--- config.mk ---
export PLATFORM = sky130hd
export DESIGN_NAME = aogc_core
export DESIGN_NICKNAME = d
export VERILOG_FILES = /design/src/rtl/aogc_pkg.sv /design/src/rtl/aogc_core.sv
export VERILOG_INCLUDE_DIRS = /design/src /design/src/rtl
export SDC_FILE = /design/constraint.sdc
export NUM_CORES = 2
export LEC_CHECK = 0
export BUFFER_PORTS_ARGS = -buffer_cell sky130_fd_sc_hd__buf_2
export CORE_MARGIN = 1.5
export CORE_UTILIZATION = 45
export CTS_CLUSTER_SIZE = 16
export DETAILED_ROUTE_END_ITERATION = 6
export HOLD_SLACK_MARGIN = 0.05
export PLACE_DENSITY = 0.57
export SETUP_SLACK_MARGIN = 0.5
export SLEW_MARGIN = 20
export SYNTH_ARGS = -nofsm -noshare
export SYNTH_HDL_FRONTEND = slang
export SYNTH_SLANG_ARGS = --single-unit
--- constraint.sdc ---
create_clock -name clk -period 31.8 [get_ports clk]
set_input_delay 1.59 -clock clk [delete_from_list [all_inputs] [get_ports clk]]
set_output_delay 1.59 -clock clk [all_outputs]
set_load 0.005 [all_outputs]
--- src/rtl/aogc_defs.svh ---
// register offsets, field positions, reset values and mode codes
`ifndef AOGC_DEFS_SVH
`define AOGC_DEFS_SVH

`define AOGC_ADDR_W         12
`define AOGC_OFS_OFFSET     12'h000
`define AOGC_OFS_GAIN       12'h004
`define AOGC_OFS_MODE       12'h008
`define AOGC_OFS_CUR_CTL    12'h00C
`define AOGC_OFS_TMP_CTL    12'h010
`define AOGC_OFS_RESULT     12'h014
`define AOGC_OFS_STATUS     12'h018

`define AOGC_RST_OFFSET     16'h0000
`define AOGC_RST_GAIN       16'h5555
`define AOGC_GAIN_ONE_SHIFT 14

`define AOGC_MODE_IDLE      3'h0
`define AOGC_MODE_CONT      3'h1
`define AOGC_MODE_SINGLE    3'h2
`define AOGC_MODE_SYS_ZERO  3'h5
`define AOGC_MODE_SYS_FULL  3'h6

`define AOGC_MODE_LO        0
`define AOGC_MODE_HI        2
`define AOGC_PWR_LO         3
`define AOGC_PWR_HI         4
`define AOGC_REF_HALF_BIT   5
`define AOGC_UNIPOLAR_BIT   6

`define AOGC_PWR_NORMAL     2'h0
`define AOGC_PWR_LOW        2'h1
`define AOGC_PWR_LOW_PLUS   2'h2

`define AOGC_SRC_N_BIT      13
`define AOGC_SRC_P_BIT      14
`define AOGC_TEST_LO        6
`define AOGC_TEST_HI        7
`define AOGC_PGA_LO         0
`define AOGC_PGA_HI         3
`define AOGC_TEST_REF_DIV   2'h2
`define AOGC_PGA_128        4'h7

`define AOGC_STAT_RDY_BIT   0
`define AOGC_STAT_BUSY_BIT  1

`endif

--- src/rtl/aogc_pkg.sv ---
// types shared by the offset and gain correction block
package aogc_pkg;

  typedef enum logic [4:0] {
    AOGC_ST_IDLE = 5'b00001,
    AOGC_ST_CONV = 5'b00010,
    AOGC_ST_CALZ = 5'b00100,
    AOGC_ST_CALF = 5'b01000,
    AOGC_ST_DIV  = 5'b10000
  } aogc_state_t;

  typedef struct packed {
    logic        psel;
    logic        penable;
    logic        pwrite;
    logic [11:0] paddr;
    logic [31:0] pwdata;
  } aogc_apb_req_t;

  typedef struct packed {
    logic [31:0] prdata;
    logic        pready;
    logic        pslverr;
  } aogc_apb_rsp_t;

  typedef struct packed {
    logic [1:0] cur_src;
    logic [1:0] cur_test;
    logic       test_div_gain;
    logic [3:0] pga;
    logic [1:0] tmp_src;
    logic [1:0] tmp_test;
    logic       conv_run;
  } aogc_analog_t;

  typedef struct packed {
    aogc_state_t  st;
    logic [15:0]  off;
    logic [15:0]  gain;
    logic [2:0]   mode;
    logic [1:0]   pmode;
    logic         ref_half;
    logic         unipolar;
    logic [15:0]  cur_ctl;
    logic [15:0]  tmp_ctl;
    logic [15:0]  result;
    logic         rdy;
    logic         rvalid;
    logic [32:0]  acc;
    logic         nsamp;
    logic [32:0]  div_d;
    logic [15:0]  quo;
    logic [3:0]   bit_i;
    logic [31:0]  prdata;
  } aogc_regs_t;

endpackage

--- src/rtl/aogc_core.sv ---
// offset and gain correction stage with calibration and diagnostics
`timescale 1ns/1ps
`default_nettype none
`include "aogc_defs.svh"

// Function
// - offset coefficient is signed 16-bit, span one
// - subtract signed offset from filtered value
// - zero offset removes nothing
// - multiply by gain coefficient over 16384
// - gain 5555 hex scales by about 1.3333
// - check overflow, then bipolar or unipolar coding
// - current channel scales offset by K first
// - normal mode K from amplifier gain table
// - low power forces gain 128, K 32
// - low power plus K 8; half-supply doubles
// - reset gain is factory value 5555 hex
// - zero-scale calibration stores new offset
// - full-scale calibration stores new gain
// - current control bits 14,13 drive sources
// - current test code 10 selects reference divide
// - temperature control bits 14,13 drive sources
// - temperature test code 10 selects reference
// - open input reads clamped full scale
// - coefficient writes only while idle; calibration overwrites
// - calibration halts conversion, then returns idle
module aogc_core
  import aogc_pkg::*;
#(
  parameter logic [15:0] FACTORY_GAIN = `AOGC_RST_GAIN
) (
  input  wire logic          clk,
  input  wire logic          rst_n,
  input  wire aogc_apb_req_t apb_req,
  output aogc_apb_rsp_t      apb_rsp,
  input  wire logic [23:0]   filt_data,
  input  wire logic          filt_valid,
  output aogc_analog_t       ana,
  output logic [15:0]        result_data,
  output logic               result_valid
);

  aogc_regs_t q;
  aogc_regs_t d;

  logic               hit;
  logic               wr;
  logic               rd_setup;
  logic               rd_result;
  logic [3:0]         pga_eff;
  logic [2:0]         kshift;
  logic signed [32:0] koff;
  logic signed [32:0] corr;
  logic signed [49:0] prod;
  logic signed [49:0] scaled;
  logic [15:0]        fmt;
  logic [49:0]        trial;
  logic [15:0]        qbit;
  logic [2:0]         new_mode;
  logic [31:0]        rmux;

  // address decode
  always_comb begin
    case (apb_req.paddr)
      `AOGC_OFS_OFFSET, `AOGC_OFS_GAIN, `AOGC_OFS_MODE,
      `AOGC_OFS_CUR_CTL, `AOGC_OFS_TMP_CTL, `AOGC_OFS_RESULT,
      `AOGC_OFS_STATUS: hit = 1'b1;
      default:          hit = 1'b0;
    endcase
  end

  assign wr = apb_req.psel & apb_req.penable & apb_req.pwrite & hit;
  assign rd_setup = apb_req.psel & ~apb_req.penable & ~apb_req.pwrite;
  assign rd_result = apb_req.psel & apb_req.penable & ~apb_req.pwrite
                   & (apb_req.paddr == `AOGC_OFS_RESULT);

  // low power modes pin the amplifier at 128
  assign pga_eff = (q.pmode != `AOGC_PWR_NORMAL) ? `AOGC_PGA_128
                 : q.cur_ctl[`AOGC_PGA_HI:`AOGC_PGA_LO];

  // K as a left shift of the offset term
  always_comb begin
    kshift = 3'd0;
    case (q.pmode)
      `AOGC_PWR_LOW:      kshift = q.ref_half ? 3'd6 : 3'd5;
      `AOGC_PWR_LOW_PLUS: kshift = q.ref_half ? 3'd4 : 3'd3;
      default: begin
        case (pga_eff)
          4'h1, 4'h7: kshift = 3'd1;
          4'h8:       kshift = 3'd2;
          4'h9:       kshift = 3'd3;
          default:    kshift = 3'd0;
        endcase
      end
    endcase
  end

  // offset is Q1.15 against the Q1.23 filter word
  assign koff = ($signed({{9{q.off[15]}}, q.off, 8'h00}))
              <<< kshift;
  assign corr = $signed({{9{filt_data[23]}}, filt_data}) - koff;
  assign prod = corr * $signed({1'b0, q.gain});
  assign scaled = (prod >>> (`AOGC_GAIN_ONE_SHIFT + 8))
                + $signed(50'(prod[`AOGC_GAIN_ONE_SHIFT + 7]));

  // clamp to 16 bits, then code the result
  always_comb begin
    if (scaled > 50'sd32767) begin
      fmt = 16'h7FFF;
    end else if (scaled < -50'sd32768) begin
      fmt = 16'h8000;
    end else begin
      fmt = scaled[15:0];
    end
    if (q.unipolar) begin
      fmt = fmt ^ 16'h8000;
    end
  end

  // one quotient bit per cycle: keep bit if bit*d fits 2^38
  assign qbit = q.quo | (16'h0001 << q.bit_i);
  assign trial = 50'(qbit) * 50'(q.div_d);

  assign new_mode = apb_req.pwdata[`AOGC_MODE_HI:`AOGC_MODE_LO];

  // read mux
  always_comb begin
    rmux = 32'h0000_0000;
    case (apb_req.paddr)
      `AOGC_OFS_OFFSET:  rmux = {16'h0000, q.off};
      `AOGC_OFS_GAIN:    rmux = {16'h0000, q.gain};
      `AOGC_OFS_MODE:    rmux = {25'h000_0000, q.unipolar, q.ref_half,
                                 q.pmode, q.mode};
      `AOGC_OFS_CUR_CTL: rmux = {16'h0000, q.cur_ctl};
      `AOGC_OFS_TMP_CTL: rmux = {16'h0000, q.tmp_ctl};
      `AOGC_OFS_RESULT:  rmux = {16'h0000, q.result};
      `AOGC_OFS_STATUS:  rmux = {30'h0000_0000, q.st != AOGC_ST_IDLE,
                                 q.rdy};
      default:           rmux = 32'h0000_0000;
    endcase
  end

  always_comb begin
    d = q;
    d.rvalid = 1'b0;
    if (rd_setup) begin
      d.prdata = rmux;
    end
    if (rd_result) begin
      d.rdy = 1'b0;
    end

    // software writes
    if (wr) begin
      case (apb_req.paddr)
        `AOGC_OFS_OFFSET: begin
          if (q.st == AOGC_ST_IDLE) begin
            d.off = apb_req.pwdata[15:0];
          end
        end
        `AOGC_OFS_GAIN: begin
          if (q.st == AOGC_ST_IDLE) begin
            d.gain = apb_req.pwdata[15:0];
          end
        end
        `AOGC_OFS_MODE: begin
          d.mode = new_mode;
          d.pmode = apb_req.pwdata[`AOGC_PWR_HI:`AOGC_PWR_LO];
          d.ref_half = apb_req.pwdata[`AOGC_REF_HALF_BIT];
          d.unipolar = apb_req.pwdata[`AOGC_UNIPOLAR_BIT];
          case (new_mode)
            `AOGC_MODE_CONT, `AOGC_MODE_SINGLE: d.st = AOGC_ST_CONV;
            `AOGC_MODE_SYS_ZERO: d.st = AOGC_ST_CALZ;
            `AOGC_MODE_SYS_FULL: begin
              d.st = AOGC_ST_CALF;
              d.acc = 33'h0_0000_0000;
              d.nsamp = 1'b0;
            end
            default: begin
              d.st = AOGC_ST_IDLE;
              d.mode = `AOGC_MODE_IDLE;
            end
          endcase
        end
        `AOGC_OFS_CUR_CTL: d.cur_ctl = apb_req.pwdata[15:0];
        `AOGC_OFS_TMP_CTL: d.tmp_ctl = apb_req.pwdata[15:0];
        default: ;
      endcase
    end else begin
      case (q.st)
        AOGC_ST_IDLE: ;
        AOGC_ST_CONV: begin
          if (filt_valid) begin
            d.result = fmt;
            d.rvalid = 1'b1;
            d.rdy = 1'b1;
            if (q.mode == `AOGC_MODE_SINGLE) begin
              d.mode = `AOGC_MODE_IDLE;
              d.st = AOGC_ST_IDLE;
            end
          end
        end
        AOGC_ST_CALZ: begin
          if (filt_valid) begin
            // coefficient that cancels this input after K scaling
            d.off = 16'($signed(filt_data)
                        >>> (4'd8 + 4'(kshift)));
            d.mode = `AOGC_MODE_IDLE;
            d.st = AOGC_ST_IDLE;
          end
        end
        AOGC_ST_CALF: begin
          if (filt_valid) begin
            if (!q.nsamp) begin
              d.acc = corr;
              d.nsamp = 1'b1;
            end else begin
              d.div_d = q.acc + corr;
              d.quo = 16'h0000;
              d.bit_i = 4'hF;
              d.st = AOGC_ST_DIV;
            end
          end
        end
        AOGC_ST_DIV: begin
          if ($signed(q.div_d) <= 33'sd0) begin
            d.gain = 16'hFFFF;
            d.mode = `AOGC_MODE_IDLE;
            d.st = AOGC_ST_IDLE;
          end else begin
            if (trial <= (50'h1 << 38)) begin
              d.quo = qbit;
            end
            if (q.bit_i == 4'h0) begin
              d.gain = (trial <= (50'h1 << 38)) ? qbit : q.quo;
              d.mode = `AOGC_MODE_IDLE;
              d.st = AOGC_ST_IDLE;
            end else begin
              d.bit_i = q.bit_i - 4'h1;
            end
          end
        end
        default: d.st = AOGC_ST_IDLE;
      endcase
    end

    // a new result beats a read clear in the same cycle
    if (d.rvalid) begin
      d.rdy = 1'b1;
    end
  end

  always_ff @(posedge clk) begin
    if (!rst_n) begin
      q <= '0;
      q.st <= AOGC_ST_IDLE;
      q.off <= `AOGC_RST_OFFSET;
      q.gain <= FACTORY_GAIN;
    end else begin
      q <= d;
    end
  end

  assign apb_rsp.prdata = q.prdata;
  assign apb_rsp.pready = 1'b1;
  assign apb_rsp.pslverr = apb_req.psel & apb_req.penable & ~hit;

  assign ana.cur_src = {q.cur_ctl[`AOGC_SRC_P_BIT],
                        q.cur_ctl[`AOGC_SRC_N_BIT]};
  assign ana.cur_test = q.cur_ctl[`AOGC_TEST_HI:`AOGC_TEST_LO];
  assign ana.test_div_gain =
    (q.cur_ctl[`AOGC_TEST_HI:`AOGC_TEST_LO] == `AOGC_TEST_REF_DIV)
    & (pga_eff > `AOGC_PGA_128);
  assign ana.pga = pga_eff;
  assign ana.tmp_src = {q.tmp_ctl[`AOGC_SRC_P_BIT],
                        q.tmp_ctl[`AOGC_SRC_N_BIT]};
  assign ana.tmp_test = q.tmp_ctl[`AOGC_TEST_HI:`AOGC_TEST_LO];
  assign ana.conv_run = (q.st != AOGC_ST_IDLE) & (q.st != AOGC_ST_DIV);

  assign result_data = q.result;
  assign result_valid = q.rvalid;

endmodule // aogc_core
`default_nettype wire

Word-level counts from Yosys, hierarchy flattened

Cells that the tools add are included.

Register bits: 213
Output and inout bits: 65
Word-level logic and storage cells: 168

Add/sub/neg operators: 5
Multiply operators: 2
Order comparisons: 5
Equal/unequal tests: 42
Shift-type cells: 3
Multiplexer cells: 50
Bitwise operators: 16
Reduce and logical (&&, ||, !) cells: 27

Operators with widths:

| kind                   | count |
|---|---|
| $mux W16               | 9 |
| $mux W34               | 4 |
| $pmux W16 S7           | 1 |
| $mux W87               | 1 |
| $mux W67               | 1 |
| $mux W53               | 1 |
| $mul A33 B17 Y50       | 1 |
| $le A49 B39 Y1 const B | 1 |
| $mul A16 B33 Y49       | 1 |
| $mux W40               | 1 |
| $pmux W20 S2           | 1 |
| $mux W19               | 2 |
| $eq A12 B5 Y1 const B  | 3 |
| $mux W5                | 7 |
| $add A33 B33 Y33       | 1 |
| $le A33 B1 Y1 const B  | 1 |
| $sshl A24 B3 Y33       | 1 |
| $sub A24 B33 Y33       | 1 |
| $add A28 B2 Y29        | 1 |
| $gt A29 B16 Y1 const B | 1 |
| $lt A29 B16 Y1 const B | 1 |
| $pmux W5 S5            | 1 |
| $eq A12 B4 Y1 const B  | 2 |
| $sshr A24 B4 Y16       | 1 |
| other kinds (52)       | 105 |

Logic depth before layout (Yosys ltp)

Depth in word-level cells: 15
Gate-level depth with buffers: 53
Mapped depth without buffers: 47

Worst setup path after synthesis

No wires, ideal clock.

Path kind: reg2reg
From: reg q[171] (netlist bit)
To: reg q (netlist bit result_data[1])
Library setup time: 75 ps
Arrival: 12794 ps
Required time: 31725 ps
Setup slack: 18931 ps
Cell stages (with the launch flop): 52
Buffers on the path: 7
Cells stage by stage: dfxtp_1 -> inv_1 -> ha_1 -> clkbuf_1 -> nor4_1 -> a21oi_1 -> clkbuf_1 -> clkbuf_1 -> clkbuf_1 -> mux2i_1 -> mux2i_1 -> nand2_1 -> ha_1 -> a21oi_1 -> o21ai_1 -> a211oi_1 -> nor2_1 -> o41ai_1 -> [16 not listed] -> inv_1 -> ha_1 -> clkbuf_1 -> a21o_1 -> a21o_1 -> a21oi_1 -> o21ai_0 -> or3_1 -> o21bai_1 -> a311oi_1 -> nor2_1 -> or4b_1 -> a211oi_1 -> o221ai_1 -> nor3_2 -> buf_6 -> nand3_1 -> a22oi_2

Longest elaborated chain between the ends: 14
Elaborated cells between the ends (all ways): 20

Ends and longest elaborated chain:

| element                                      | RTL line         | source |
|---|---|---|
| start: declaration                           | aogc_core.sv:43  | `aogc_regs_t q;` |
| $reduce_bool A2 Y1 (no line)                 | --               |  |
| $mux W4                                      | aogc_core.sv:78  | `` assign pga_eff = (q.pmode != `AOGC_PWR_NORMAL) ? `AOGC_PGA_128 `` |
| $eq A4 B1 Y1 or $eq A4 B3 Y1 (tied branches) | aogc_core.sv:88  | `case (pga_eff)` |
| $reduce_or A2 Y1                             | aogc_core.sv:88  |  |
| $pmux W2 S3                                  | aogc_core.sv:88  |  |
| $pmux W3 S2 (*)                              | aogc_core.sv:84  | `case (q.pmode)` |
| $sshl A24 B3 Y33 (*)                         | aogc_core.sv:99  | `assign koff = ($signed({{9{q.off[15]}}, q.off, 8'h00}))` |
| $sub A24 B33 Y33 (*)                         | aogc_core.sv:101 | `assign corr = $signed({{9{filt_data[23]}}, filt_data}) - koff;` |
| $mul A33 B17 Y50 (*)                         | aogc_core.sv:102 | `assign prod = corr * $signed({1'b0, q.gain});` |
| $add A28 B2 Y29 (*)                          | aogc_core.sv:103 | `` assign scaled = (prod >>> (`AOGC_GAIN_ONE_SHIFT + 8)) `` |
| $lt A29 B16 Y1                               | aogc_core.sv:110 | `end else if (scaled < -50'sd32768) begin` |
| $mux W16                                     | aogc_core.sv:110 |  |
| $mux W16 (*)                                 | aogc_core.sv:108 | `if (scaled > 50'sd32767) begin` |
| $mux W16 (*)                                 | aogc_core.sv:115 | `if (q.unipolar) begin` |

Mark *: on every way between the ends. The rest lies on a longest branch, timed or not.
A chain may end at the register's enable or synchronous reset.

Worst setup path in the final report

From: reg q[172] (netlist bit)
To: reg q (netlist bit result_data[0])

Same word-level chain as after synthesis.

==> qor.csv <==
stage,metric,value,unit
finish,mostFrequentLayoutCell,inv_1,
routing,drt-pass1-iter-count,7,
yosys,postSynthCellCount,5800,
clocking,cts_root_buf,clkbuf_16,
routing,first_iter_violations,2416,
sta,slew_headroom,0.256,
yosys,synthesis.area,49500,um2
clocking,postCtsHoldBufs,0,
sta,finalSetupViolCount,0,
floorplan,fp.coreArea,109000,um2
global_route,grt_pass1_vias,40100,
yosys,synth_top_cell_area_share,0.378,
floorplan,fp.dieH,335,um
global_route,track_usage,0.260,
critical_path,critical_path_class,reg2reg,
critical_path,reg2regPathDepth,41,
critical_path,cp_max_fo,34,
clocking,clk_pin_slew,0.10,ns
clocking,clock_latency,0.50,ns
routing,vias,38600,
sta,worst_pin_slew,1.11,ns
critical_path,cp_slowest_cell,o31ai_4,
routing,avgRoutedWirePerCell,19.9,um
critical_path,critPathMaxStageDelay,0.83,ns
critical_path,rr_startpoint,q[172],
yosys,synth_warnings,0,
clocking,cts_buffer_depth,2,
yosys,synth_top_cell_by_area,fa_1,
critical_path,startpoint_type,register,
yosys,yosysUniqueCellTypes,104,
floorplan,initial_core_util,0.454,
yosys,synth_area_leaders,"fa_1 (38%), inv_1 (8.1%), dfxtp_1 (8.0%)",
critical_path,end_kind,register,
sta,fin_skew,0.0304,ns
sta,finalCritPeriodShare,0.466,
clocking,cts-htree-levels,4,
critical_path,startpoint,q[172],
yosys,yosysSeqAreaShare,0.0797,
clocking,post-cts-setup-buffer-count,0,
min_path,min_path_type,reg2reg,
finish,final_cell_mix,"inv_1 (1069), fa_1 (934), nand2_1 (617), and2_1 (455), nor2b_1 (373)",
routing,via_per_inst,5.42,
sta,drv_slew,0,
sta,min_period,14.81,ns
yosys,synth-main-ff-cell,dfxtp_1,
run,cap_violations,0,
global_route,antenna_found_initial,7,
routing,drc,0,
critical_path,worstSetupPathDepth,41,
finish,fill_cells,10800,
floorplan,dieArea,112000,um2
global_route,grt_overflow,0,
outcome,outcome,"finished, final reports clean",
critical_path,critical_path.top_delay_family,compound AO/OA/AOI/OAI gates,
placed_design,place_hpwl,106000,um
yosys,async_reset_ff_frac,0,
clocking,cts_resized,0,
finish,syn2layout_area_growth,4.66,%
min_path,holdPathStages,2,
critical_path,arrival,15.15,ns
routing,ant_nets,0,
sta,hold_viol,0,
global_route,grt_pass1_wl,228000,um
global_route,grt_max_degree,88,
placed_design,port_buffers,105,
sta,rsz0062_at_grt,no,
critical_path,worst_path_most_repeated_cell,fa_1,
finish,finalNetCount,7001,
yosys,avgSynthCellArea,8.53,um2
sta,max_freq,67.5,MHz
yosys,synth_edf_count,0,
finish,drive_gt1_frac,0.0575,
critical_path,cp.buffers_inverters,5,
clocking,cts_tree,done,
clocking,clock-sinks,197,
critical_path,critical_path_required,32.15,ns
yosys,ys_ff_latch,197,
floorplan,ios,139,
clocking,numCtsBuffers,17,
floorplan,fp.dieW,335,um
routing,wl,142000,um
placed_design,gp_congestion,0.868,
floorplan,num_rows,121,
min_path,hp-start,q[157],
sta,tns,0,ns
-- per-stage QoR --
stage,instance area (um2),hold WS [ns],setup WS (ns),instances,util
after floorplan,49500,0.426,18.93,5815,-
after global placement,51100,0.442,17.19,7083,0.469
after detailed placement,51100,0.448,17.26,7083,0.469
after CTS,51800,0.460,17.15,7115,0.475
after global routing,51800,0.480,15.99,7119,0.475
final,51800,0.458,16.99,7120,0.475
-- layer usage --
layer | global-route usage | up-vias | wire (um)
li1 | - | 17700 | -
met1 | 0.353 | 19700 | 62300
met2 | 0.443 | 970 | 68700
met3 | 0.0244 | 186 | 6860
met4 | 0.0697 | 2 | 3800
met5 | 0 | - | 11
-- cells in the mapped netlist (18+ instances only) --
| master | number |
|---|---|
| and3_1 | 23 |
| a31oi_1 | 35 |
| mux2i_1 | 92 |
| a21o_1 | 65 |
| nor2b_1 | 374 |
| ha_1 | 305 |
| nand2_1 | 617 |
| nor3_1 | 52 |
| fa_1 | 934 |
| a21boi_0 | 18 |
| inv_1 | 1069 |
| buf_4 | 57 |
| o21ai_0 | 144 |
| nor2_1 | 180 |
| o21a_1 | 26 |
| a211oi_1 | 27 |
| xor2_1 | 39 |
| xnor2_1 | 76 |
| nor4_1 | 23 |
| a21oi_1 | 230 |
| nand4_1 | 25 |
| dfxtp_1 | 197 |
| and2_1 | 455 |
| clkbuf_1 | 276 |
| nand3_1 | 84 |
| nand2b_1 | 37 |
-- worst reg2reg max path: cells and delay by family, from the launching register on --
family,cells,cell delay [ns]
AO/OA/AOI/OAI,17,6.26
XOR/XNOR,2,0.38
adder cells (fa/ha/maj),9,4.46
buffers and inverters,5,0.91
flip-flops,1,0.40
AND/OR/NAND/NOR,8,2.23
-- cell families after synthesis --
group | count (synthesis) | synth area share
compound gates | 778 | 0.104
flops | 197 | 0.0797
buf+inv | 1413 | 0.112
other cells | 2 | 0.000152
mux | 97 | 0.0198
fa+ha+maj | 1239 | 0.455
xor+xnor | 117 | 0.0210
simple gates | 1957 | 0.208
-- sequential cells by signal, indices dropped and copies added, names as in the netlist --
signal,cells
apb_rsp,16
q,156
ana,8
result_valid,1
result_data,16
-- layout make-up --
| cell class | count | area [um2] | area share |
|---|---|---|---|
| repair buffers | 197 | 1220 | 0.0235 |
| clock buffers | 17 | 425 | 0.00822 |
| well taps | 1414 | 1770 | 0.0342 |
| inverters | 1070 | 4020 | 0.0776 |
| diodes | 5 | 12.5 | 0.000242 |
| flip-flops and latches | 197 | 3940 | 0.0762 |
| clock inverters | 15 | 206 | 0.00399 |
| multi-input cells | 4205 | 40200 | 0.776 |
-- worst paths after layout --
check	to	slack (ns)
max	result_data[0]	16.99
min	q[157]	0.46
max reg2reg	result_data[0]	16.99
min reg2reg	q[157]	0.46
Power is left out: the tool's default activity adds up to more than one toggle a clock period on the data nets, which glitch-free logic cannot reach.
